--- src/shared/etc_cfg.svh ---
// Offsets, field positions, reset values and source codes of the block
`ifndef ETC_CFG_SVH
`define ETC_CFG_SVH

`define ETC_CTRL_OFS 8'h00
`define ETC_ISTAT_OFS 8'h01
`define ETC_IMASK_OFS 8'h02

`define ETC_E1_MODE_BIT 15
`define ETC_E1_POL_BIT 14
`define ETC_E1_SEL_LSB 10
`define ETC_E2_STAT_BIT 9
`define ETC_E1_STAT_BIT 8
`define ETC_E2_MODE_BIT 7
`define ETC_E2_POL_BIT 6
`define ETC_E2_SEL_LSB 2

`define ETC_CTRL_RST 16'h0000
`define ETC_CFG_MASK 16'hFCFC
`define ETC_INT_RST 2'h0

`define ETC_SRC_TIMER 4'h0
`define ETC_SRC_OC 4'h1
`define ETC_SRC_TRIG_A 4'h2
`define ETC_SRC_TRIG_B 4'h3
`define ETC_SRC_CMP 4'h4
`define ETC_E1_MAX_SEL 4'h3
`define ETC_E2_MAX_SEL 4'h4
`define ETC_NSRC 5

`endif

--- src/shared/etc_pkg.sv ---
// Types shared by the edge trigger control modules
package etc_pkg;
  typedef logic [7:0] etc_addr_t;
  typedef logic [15:0] etc_data_t;
  typedef logic [3:0] etc_sel_t;
  typedef logic [1:0] etc_int_t;
endpackage

--- src/shared/etc_if.sv ---
// Configuration, sources and event of one edge channel
`timescale 1ns/1ps
`include "etc_cfg.svh"

interface etc_if;
  import etc_pkg::*;
  logic mode;
  logic pol;
  etc_sel_t sel;
  logic [`ETC_NSRC-1:0] src;
  logic evt;
  modport ctl (output mode, output pol, output sel, output src, input evt);
  modport cond (input mode, input pol, input sel, input src, output evt);
endinterface

--- src/rtl/etc_sync2.sv ---
// Two-stage synchroniser for asynchronous trigger pins
`timescale 1ns/1ps

module etc_sync2 #(
  parameter int W = 2
) (
  input wire logic clk, // System clock
  input wire logic rst, // Asynchronous reset, active high
  input wire logic [W-1:0] d, // Asynchronous levels
  output logic [W-1:0] q // Synchronised levels
);
  logic [W-1:0] meta_q;

  always_ff @(posedge clk or posedge rst)
  begin
    if (rst)
    begin
      meta_q <= '0;
      q <= '0;
    end
    else
    begin
      meta_q <= d;
      q <= meta_q;
    end
  end
endmodule

--- src/rtl/etc_edge_cond.sv ---
// Source selection and edge or level conditioning of one edge channel
`timescale 1ns/1ps
`include "etc_cfg.svh"

module etc_edge_cond #(
  parameter logic [3:0] MAX_SEL = `ETC_E1_MAX_SEL
) (
  input wire logic clk, // System clock
  input wire logic rst, // Asynchronous reset, active high
  etc_if.cond b // Channel configuration, sources and event
);
  import etc_pkg::*;

  logic [`ETC_NSRC-1:0] prv_q;
  logic evt_q;
  logic cur;
  logic prv;
  logic valid;

  // Guarded so a reserved code never indexes past the source vector
  function automatic logic pick(input logic [`ETC_NSRC-1:0] v,
                                input etc_sel_t s);
    pick = (s <= `ETC_SRC_CMP) ? v[s[2:0]] : 1'b0;
  endfunction

  // History kept per source, so reselecting gives no false edge
  assign valid = (b.sel <= MAX_SEL);
  assign cur = pick(b.src, b.sel);
  assign prv = pick(prv_q, b.sel);

  always_ff @(posedge clk or posedge rst)
  begin
    if (rst)
      prv_q <= '0;
    else
      prv_q <= b.src;
  end

  always_ff @(posedge clk or posedge rst)
  begin
    if (rst)
      evt_q <= 1'b0;
    else if (!valid)
      evt_q <= 1'b0;
    else if (b.mode)
      evt_q <= b.pol ? (cur & ~prv) : (~cur & prv);
    else
      evt_q <= (cur == b.pol);
  end

  assign b.evt = evt_q;
endmodule

--- src/rtl/etc_top.sv ---
// Edge trigger control: register, edge conditioning, status and interrupt
//
// Summary of operation
// - Edge one bit 15: 1 edge, 0 level.
// - Edge one bit 14: 1 rising, 0 falling.
// - Edge one source bits 13-10, high codes reserved.
// - Edge two status bit 9, set or written.
// - Edge one status bit 8, set or written.
// - Edge two mode bit 7, polarity bit 6.
// - Edge two source bits 5-2, code 0100 comparator.
`timescale 1ns/1ps
`include "etc_cfg.svh"

module etc_top (
  input wire logic clk, // System clock, 100 MHz
  input wire logic rst, // Asynchronous reset, active high
  input wire etc_pkg::etc_addr_t addr, // Register address
  input wire etc_pkg::etc_data_t wr_data, // Write data
  input wire logic wr_en, // Write strobe
  input wire logic rd_en, // Read strobe
  output etc_pkg::etc_data_t rd_data, // Read data, cycle after strobe
  input wire logic timer_evt, // Timer event, on-chip
  input wire logic oc_out, // First output compare output, on-chip
  input wire logic trig_pin_a, // External trigger pin A
  input wire logic trig_pin_b, // External trigger pin B
  input wire logic cmp_out, // Comparator output, on-chip
  output logic edge_one_status, // Edge one has occurred
  output logic edge_two_status, // Edge two has occurred
  output logic irq // Level interrupt
);
  import etc_pkg::*;

  // ********************************************************************
  // Declarations
  // ********************************************************************
  etc_data_t cfg_q;
  logic st1_q;
  logic st2_q;
  logic st1_d;
  logic st2_d;
  etc_int_t istat_q;
  etc_int_t istat_d;
  etc_int_t imask_q;
  etc_int_t evt;
  etc_data_t rd_q;
  logic irq_q;
  logic [1:0] pins_s;
  logic wr_ctrl;
  logic wr_istat;
  logic wr_imask;

  etc_if eif [2] ();

  // Decodes a strobe against one register offset
  function automatic logic hit(input logic stb, input etc_addr_t a,
                               input etc_addr_t ofs);
    hit = stb && (a == ofs);
  endfunction

  assign wr_ctrl = hit(wr_en, addr, `ETC_CTRL_OFS);
  assign wr_istat = hit(wr_en, addr, `ETC_ISTAT_OFS);
  assign wr_imask = hit(wr_en, addr, `ETC_IMASK_OFS);

  // ********************************************************************
  // Source synchronisation
  // ********************************************************************
  // Only the pins are asynchronous; on-chip sources share clk
  etc_sync2 #(
    .W(2)
  ) u_pin_sync (
    .clk(clk),
    .rst(rst),
    .d({trig_pin_b, trig_pin_a}),
    .q(pins_s)
  );

  // ********************************************************************
  // Edge channels
  // ********************************************************************
  genvar g;
  generate
    for (g = 0; g < 2; g++)
    begin : g_ch
      localparam int MB = g ? `ETC_E2_MODE_BIT : `ETC_E1_MODE_BIT;
      localparam int PB = g ? `ETC_E2_POL_BIT : `ETC_E1_POL_BIT;
      localparam int SB = g ? `ETC_E2_SEL_LSB : `ETC_E1_SEL_LSB;
      localparam logic [3:0] MX = g ? `ETC_E2_MAX_SEL : `ETC_E1_MAX_SEL;

      assign eif[g].mode = cfg_q[MB];
      assign eif[g].pol = cfg_q[PB];
      assign eif[g].sel = cfg_q[SB +: 4];
      assign eif[g].src = {cmp_out, pins_s, oc_out, timer_evt};
      assign evt[g] = eif[g].evt;

      etc_edge_cond #(
        .MAX_SEL(MX)
      ) u_cond (
        .clk(clk),
        .rst(rst),
        .b(eif[g].cond)
      );
    end
  endgenerate

  // ********************************************************************
  // Control register
  // ********************************************************************
  // Status bits live in their own flops; bits 1-0 are never stored
  always_ff @(posedge clk or posedge rst)
  begin
    if (rst)
      cfg_q <= `ETC_CTRL_RST;
    else if (wr_ctrl)
      cfg_q <= wr_data & `ETC_CFG_MASK;
  end

  // A hardware event wins over a software write of zero
  always_comb
  begin
    st1_d = wr_ctrl ? wr_data[`ETC_E1_STAT_BIT] : st1_q;
    st2_d = wr_ctrl ? wr_data[`ETC_E2_STAT_BIT] : st2_q;
    if (evt[0])
      st1_d = 1'b1;
    if (evt[1])
      st2_d = 1'b1;
  end

  always_ff @(posedge clk or posedge rst)
  begin
    if (rst)
    begin
      st1_q <= 1'b0;
      st2_q <= 1'b0;
    end
    else
    begin
      st1_q <= st1_d;
      st2_q <= st2_d;
    end
  end

  assign edge_one_status = st1_q;
  assign edge_two_status = st2_q;

  // ********************************************************************
  // Interrupt status and mask
  // ********************************************************************
  // Write one to clear; a same-cycle event keeps its bit set
  always_comb
  begin
    istat_d = istat_q;
    if (wr_istat)
      istat_d = istat_q & ~wr_data[1:0];
    istat_d = istat_d | evt;
  end

  always_ff @(posedge clk or posedge rst)
  begin
    if (rst)
      istat_q <= `ETC_INT_RST;
    else
      istat_q <= istat_d;
  end

  always_ff @(posedge clk or posedge rst)
  begin
    if (rst)
      imask_q <= `ETC_INT_RST;
    else if (wr_imask)
      imask_q <= wr_data[1:0];
  end

  // Registered so the output is glitch free; costs one cycle of latency
  always_ff @(posedge clk or posedge rst)
  begin
    if (rst)
      irq_q <= 1'b0;
    else
      irq_q <= |(istat_q & imask_q);
  end

  assign irq = irq_q;

  // ********************************************************************
  // Read port
  // ********************************************************************
  // Data stand for exactly one cycle; unmapped reads return zero
  always_ff @(posedge clk or posedge rst)
  begin
    if (rst)
      rd_q <= '0;
    else if (hit(rd_en, addr, `ETC_CTRL_OFS))
    begin
      rd_q <= cfg_q;
      rd_q[`ETC_E1_STAT_BIT] <= st1_q;
      rd_q[`ETC_E2_STAT_BIT] <= st2_q;
    end
    else if (hit(rd_en, addr, `ETC_ISTAT_OFS))
      rd_q <= {14'h0000, istat_q};
    else if (hit(rd_en, addr, `ETC_IMASK_OFS))
      rd_q <= {14'h0000, imask_q};
    else
      rd_q <= '0;
  end

  assign rd_data = rd_q;
endmodule

--- config.mk ---
export PLATFORM = sky130hd
export DESIGN_NAME = etc_top
export DESIGN_NICKNAME = d
export VERILOG_FILES = /design/src/shared/etc_pkg.sv /design/src/shared/etc_if.sv /design/src/rtl/etc_sync2.sv /design/src/rtl/etc_edge_cond.sv /design/src/rtl/etc_top.sv
export VERILOG_INCLUDE_DIRS = /design/src /design/src/shared
export SDC_FILE = /design/constraint.sdc
export NUM_CORES = 1
export LEC_CHECK = 0
export ABC_AREA = 1
export BUFFER_PORTS_ARGS = -buffer_cell sky130_fd_sc_hd__buf_2
export CORE_ASPECT_RATIO = 1.5
export CORE_MARGIN = 2
export CORE_UTILIZATION = 53
export CTS_BUF_LIST = sky130_fd_sc_hd__clkbuf_4 sky130_fd_sc_hd__clkbuf_8 sky130_fd_sc_hd__clkbuf_16
export DETAILED_ROUTE_END_ITERATION = 6
export MAX_ROUTING_LAYER = met4
export PLACE_DENSITY = 0.82
export SETUP_SLACK_MARGIN = 0.5
export SLEW_MARGIN = 20
export SYNTH_ARGS = -nofsm -noshare
export SYNTH_HDL_FRONTEND = slang
export SYNTH_HIERARCHICAL = 1
export SYNTH_SLANG_ARGS = --single-unit
--- constraint.sdc ---
create_clock -name clk -period 1.6 [get_ports clk]
set_clock_uncertainty 0.15 [all_clocks]
set_input_delay 0.32 -clock clk [delete_from_list [all_inputs] [get_ports clk]]
set_output_delay 0.32 -clock clk [all_outputs]
set_load 0.1 [all_outputs]
## Word-level counts from Yosys, hierarchy flattened

Cells that the tools add are included.

| word-level totals | value |
|---|---|
| register bits | 46 |
| input bits | 33 |
| output and inout port bits | 19 |
| word-level logic and storage cells | 69 |

| cells by class | value |
|---|---|
| order comparisons | 5 |
| equality and inequality tests | 4 |
| muxes and demuxes | 26 |
| bitwise gates (word level) | 12 |
| reduce and logical (&&, ||, !) cells | 10 |

Operators with widths:

| kind | number |
|---|---|
| $mux W1 | 18 |
| $mux W16 | 1 |
| $bmux W1 S3 | 4 |
| $eq A8 B1 Y1 const B | 1 |
| $eq A8 B2 Y1 const B | 1 |
| $le A4 B3 Y1 const B | 2 |
| $logic_not A8 Y1 | 1 |
| $lt A3 B4 Y1 const B | 2 |
| $logic_and A1 B1 Y1 | 6 |
| $mux W2 | 3 |
| $and A1 B1 Y1 | 4 |
| $and A2 B2 Y2 | 2 |
| $le A4 B2 Y1 const B | 1 |
| $not A1 Y1 | 4 |
| $reduce_bool A2 Y1 | 2 |
| $eq A1 B1 Y1 | 2 |
| $not A2 Y2 | 1 |
| $or A2 B2 Y2 | 1 |
| $reduce_or A2 Y1 | 1 |

## Logic depth before layout (Yosys ltp)

| logic depth | value |
|---|---|
| depth in word-level cells | 8 |
| gate-level depth with buffers | 9 |
| mapped depth without buffers | 9 |

## Cells and area by module

Netlist, hierarchy kept.

Modules (own cells, without submodules):

| module | times used | cells each | area each (µm²) | sequential area each (µm²) |
|---|---|---|---|---|
| etc_top | 1 | 159 | 1552.7 | 875.8 |
| etc_edge_cond (g_ch[1].u_cond) | 1 | 42 | 311.5 | 150.1 |
| etc_edge_cond (g_ch[0].u_cond) | 1 | 31 | 255.2 | 125.1 |
| etc_sync2 | 1 | 5 | 103.8 | 100.1 |

## Worst setup path before layout

OpenSTA, ideal clock, no wires.

| timing | value |
|---|---|
| path kind | flip-flop to flip-flop |
| from | register st1_q, in the netlist edge_one_status |
| to | register rd_q[8], in the netlist rd_data[8] |
| library setup time | 0.070 ns |
| arrival time | 1.216 ns |
| required time | 1.380 ns |
| path slack | 0.165 ns |
| stages on the path, launching flop included | 3 |
| buffers on the path | 0 |
| period minus slack after synthesis | 1.435 ns |
| path through | dfrtp_1 inv_1 nor2_4 |

| between the ends | value |
|---|---|
| longest elaborated chain between the ends | 1 |

RTL lines:

| element | line | source |
|---|---|---|
| start, declared | etc_top.sv:37 | `logic st1_q;` |
| start signal, assigned | etc_top.sv:137 | `st1_q <= st1_d;` |
| $mux W16 | etc_top.sv:192 | `` else if (hit(rd_en, addr, `ETC_CTRL_OFS)) `` |
| end signal, assigned | etc_top.sv:194 | `rd_q <= cfg_q;` |
| end signal, assigned by index | etc_top.sv:195 | `` rd_q[`ETC_E1_STAT_BIT] <= st1_q; `` |
| end signal, assigned by index | etc_top.sv:196 | `` rd_q[`ETC_E2_STAT_BIT] <= st2_q; `` |
| end, declared | etc_top.sv:45 | `etc_data_t rd_q;` |

No other way between the ends.
A chain may end at the register's enable or synchronous reset.

## Worst setup path in the final report

| timing | value |
|---|---|
| from | register st2_q, in the netlist edge_two_status |
| to | output edge_two_status |

RTL lines:

| element | line | source |
|---|---|---|
| start, declared | etc_top.sv:38 | `logic st2_q;` |
| start signal, assigned | etc_top.sv:138 | `st2_q <= st2_d;` |
| end, declared | etc_top.sv:28 | `output logic edge_two_status,` |

No word-level cell between the ends.

==> results.md <==
- Crit start category: flop
- Worst VDD drop: 0.8239 mV
- Synth Warn #: 6
- Largest net degree at the start of global routing: 18
- Share of cells above drive strength 1: 50.00%
- Number of max-cap violations: 0
- GR Overflow Total: 0
- Sink Count: 50
- Clk pwr share: 31.8%
- N_diodes: 0
- Most frequent cells in the layout: nand2_1 (64), inv_1 (29), dfrtp_1 (28), buf_2 (28), nand3_1 (25)
- Endpoints failing setup: 0
- Min cycle time layout: 1.471 ns
- Setup TNS: 0 ns
- Crit path required time: 1.13 ns
- P_int: 1.819 mW
- Sw Ratio: 26.22%
- Initial Util: 55.67%
- Initial antenna violation count: 0
- Router iterations before antenna repair: 4
- Overall routing resource usage: 22.13%
- # rows: 28
- Clk slew on worst S/H paths: 0.09 ns
- Slew @ Worst Pin: 0.4459 ns
- H-tree depth: 2
- Crit path DAT: 1.00 ns
- Design Power: 2.465 mW
- Crit-path cells: buf_12
- Design Area, Final: 3450 um^2
- Via count: 1,976
- DIE HEIGHT: 83.33 um
- Top Ports: 52
- CP delay by family, top: flip-flops
- Number of fill cells in the layout: 190
- Net Sw Power: 0.6463 mW
- Fin. max-slew vios: 0
- Layout Cells excl Fill: 371
- Slowest stage delay, CP: 0.51 ns
- Dpl cell area: 2631 um^2
- RD Place Congestion: 0.7613
- Seq/Total Area, Yosys: 56.27%
- Critical path class: reg -> out
- Via density per instance: 5.326
- Dpl ws: 0.09262 ns
- DRC errors left: 0
- Clk buf depth: 2
- Final period util: 91.92%
- Gate power share: 13.6%
- CORE AREA: 3994 um^2
- Total wire length: 6109 um
- TritonCTS clock tree: built
- Reg power frac: 54.6%
- Antenna Nets Post-Route: 0
- Hold Fails Final Rpt: 0
- Vias in the first global route: 1,809
- Initial DRC count: 103
- Clk Latency, worst-skew pair: 0.31 ns
- Cell variety after synth: 22
- Status: completed
- Wirelength per Cell: 16.47 um
- Average size of a mapped cell: 9.381 um^2
- Synth Cell Area: 2223 um^2
- Register bit count reported by yosys: 50
- LEAKAGE: 1.634 nW
- CP Max Fanout: 2
- Number of buffers and inverters on the critical path: 1
- Slowest cell on the critical path: dfrtp_4
- Die Wd: 56.89 um
- Fmax: 680.0 MHz
- Power Density: 714.6 nW/um^2
- Critical path endpoint category: primary output
- Placed cell count: 332
- Area delta synth->final: 55.15%
- Worst slew margin: 70.27%
- Cells after synthesis: 237
- Unrepaired setup endpoints after global routing: true
- Final WS setup: 0.1293 ns
- TritonCTS Buffers: 5
- Syn Nets: 270
- Buffers on Ports: 51
- HPWL Detailed: 3181 um
- HP Class: in -> reg
- Die ar.: 4740 um^2
- Clock root cell: clkbuf_8
- Leading cell type in the layout, fill and taps excluded: nand2_1
- Nets@finish: 358
- First-pass GRT wire length: 7948 um
## cell usage after synthesis
cell type / count / area share (%)
nand2_4: 3 / 1.5
a21oi_2: 2 / 0.79
o21bai_2: 1 / 0.51
a22o_1: 1 / 0.39
nor2_4: 14 / 7.1
inv_2: 2 / 0.34
nand2_1: 67 / 11
dfrtp_1: 50 / 56
inv_1: 31 / 5.2
nor2_8: 1 / 0.90
a21oi_1: 1 / 0.22
o21ai_0: 2 / 0.45
nand2_2: 2 / 0.56
buf_12: 1 / 0.90
buf_2: 1 / 0.22
nor2_1: 17 / 2.9
clkinv_1: 1 / 0.17
clkbuf_1: 1 / 0.17
nand3_2: 3 / 1.4
buf_6: 2 / 1.0
nor2_2: 1 / 0.28
nand3_1: 33 / 7.4
## logic make-up after synthesis
family | Yosys count | synth area share (%)
and+or+nand+nor | 141 | 33.31
DFF | 50 | 56.27
buffers and inverters | 39 | 8.047
AOI/OAI and AO/OA | 7 | 2.364
## worst register-to-register path: stages, from the launching register on
cell	delay [ns]
dfrtp_2	0.48
inv_2	0.10
nand2_1	0.06
nand3_1	0.06
nand2_1	0.08
nand2_2	0.07
nand2_1	0.05
nor2_1	0.12
nand2_1	0.08
a21oi_2	0.11
## final cells by class
type	instances	area, um^2	area share [%]
clock buffers	7	90.09	2.612
multi-input cells	149	938.4	27.20
repair buffers	85	898.4	26.04
clock inverters	1	5.005	0.1451
flip-flops and latches	50	1326	38.45
inverters	34	135.1	3.917
well taps	45	56.30	1.632
## routing by layer
layer	track usage (%)	vias up	wire [um]
li1	-	901	-
met1	24.04	967	2053
met2	38.98	92	3602
met3	4.206	16	317
met4	8.457	0	136
met5	-	-	0
## through the flow
| stage | util (%) | hold slack (ns) |
|---|---|---|
| after floorplan | - | -0.06392 |
| after global placement | 65.88 | 0.1055 |
| after detailed placement | 65.88 | 0.1064 |
| after CTS | 78.63 | 0.01116 |
| after global routing | 86.37 | 0.01195 |
| final | 86.37 | 0.005043 |
## power by group through the flow
stage / combinational, mW / clock (mW) / sequential, mW
2_1_floorplan: 0.128 / 0 / 1.37
3_3_place_gp: 0.228 / 0 / 1.36
3_5_place_dp: 0.233 / 0 / 1.37
4_1_cts: 0.267 / 0.770 / 1.34
5_1_grt: 0.364 / 0.819 / 1.35
6_report: 0.336 / 0.784 / 1.34
## worst paths after layout
check | startpoint | to | slack [ns] | cells past startpoint
max in group asynchronous | rst | cfg_q[12] | 0.54 | 6
min in group asynchronous | rst | u_pin_sync/meta_q[1] | 0.33 | 3
setup reg to reg | cfg_q[2] | g_ch[1].u_cond/b.evt | 0.17 | 9
setup / recovery | edge_two_status | edge_two_status | 0.13 | 1
hold reg to reg | u_pin_sync/meta_q[1] | u_pin_sync/q[1] | 0.20 | 0
hold / removal | timer_evt | g_ch[0].u_cond/prv_q[0] | 0.005 | 1
## sequential cells by signal, summed over array words and instances (netlist names)
name               flops
rd_data               16
cfg_q                 12
g_ch.u_cond/prv_q      9
g_ch.u_cond/b.evt      2
imask_q                2
istat_q                2
u_pin_sync/meta_q      2
u_pin_sync/q           2
edge_one_status        1
edge_two_status        1
irq                    1
## what timing repair did
action,CTS,global route
pin swaps,6,18
gates resized for setup,79,37
endpoints found under the setup margin,49,86
hold endpoints to repair,33,19
cloned,0,1
hold buffers,4,1
buffers inserted,10,16
Note: power is estimated with default switching activity, not from simulation.
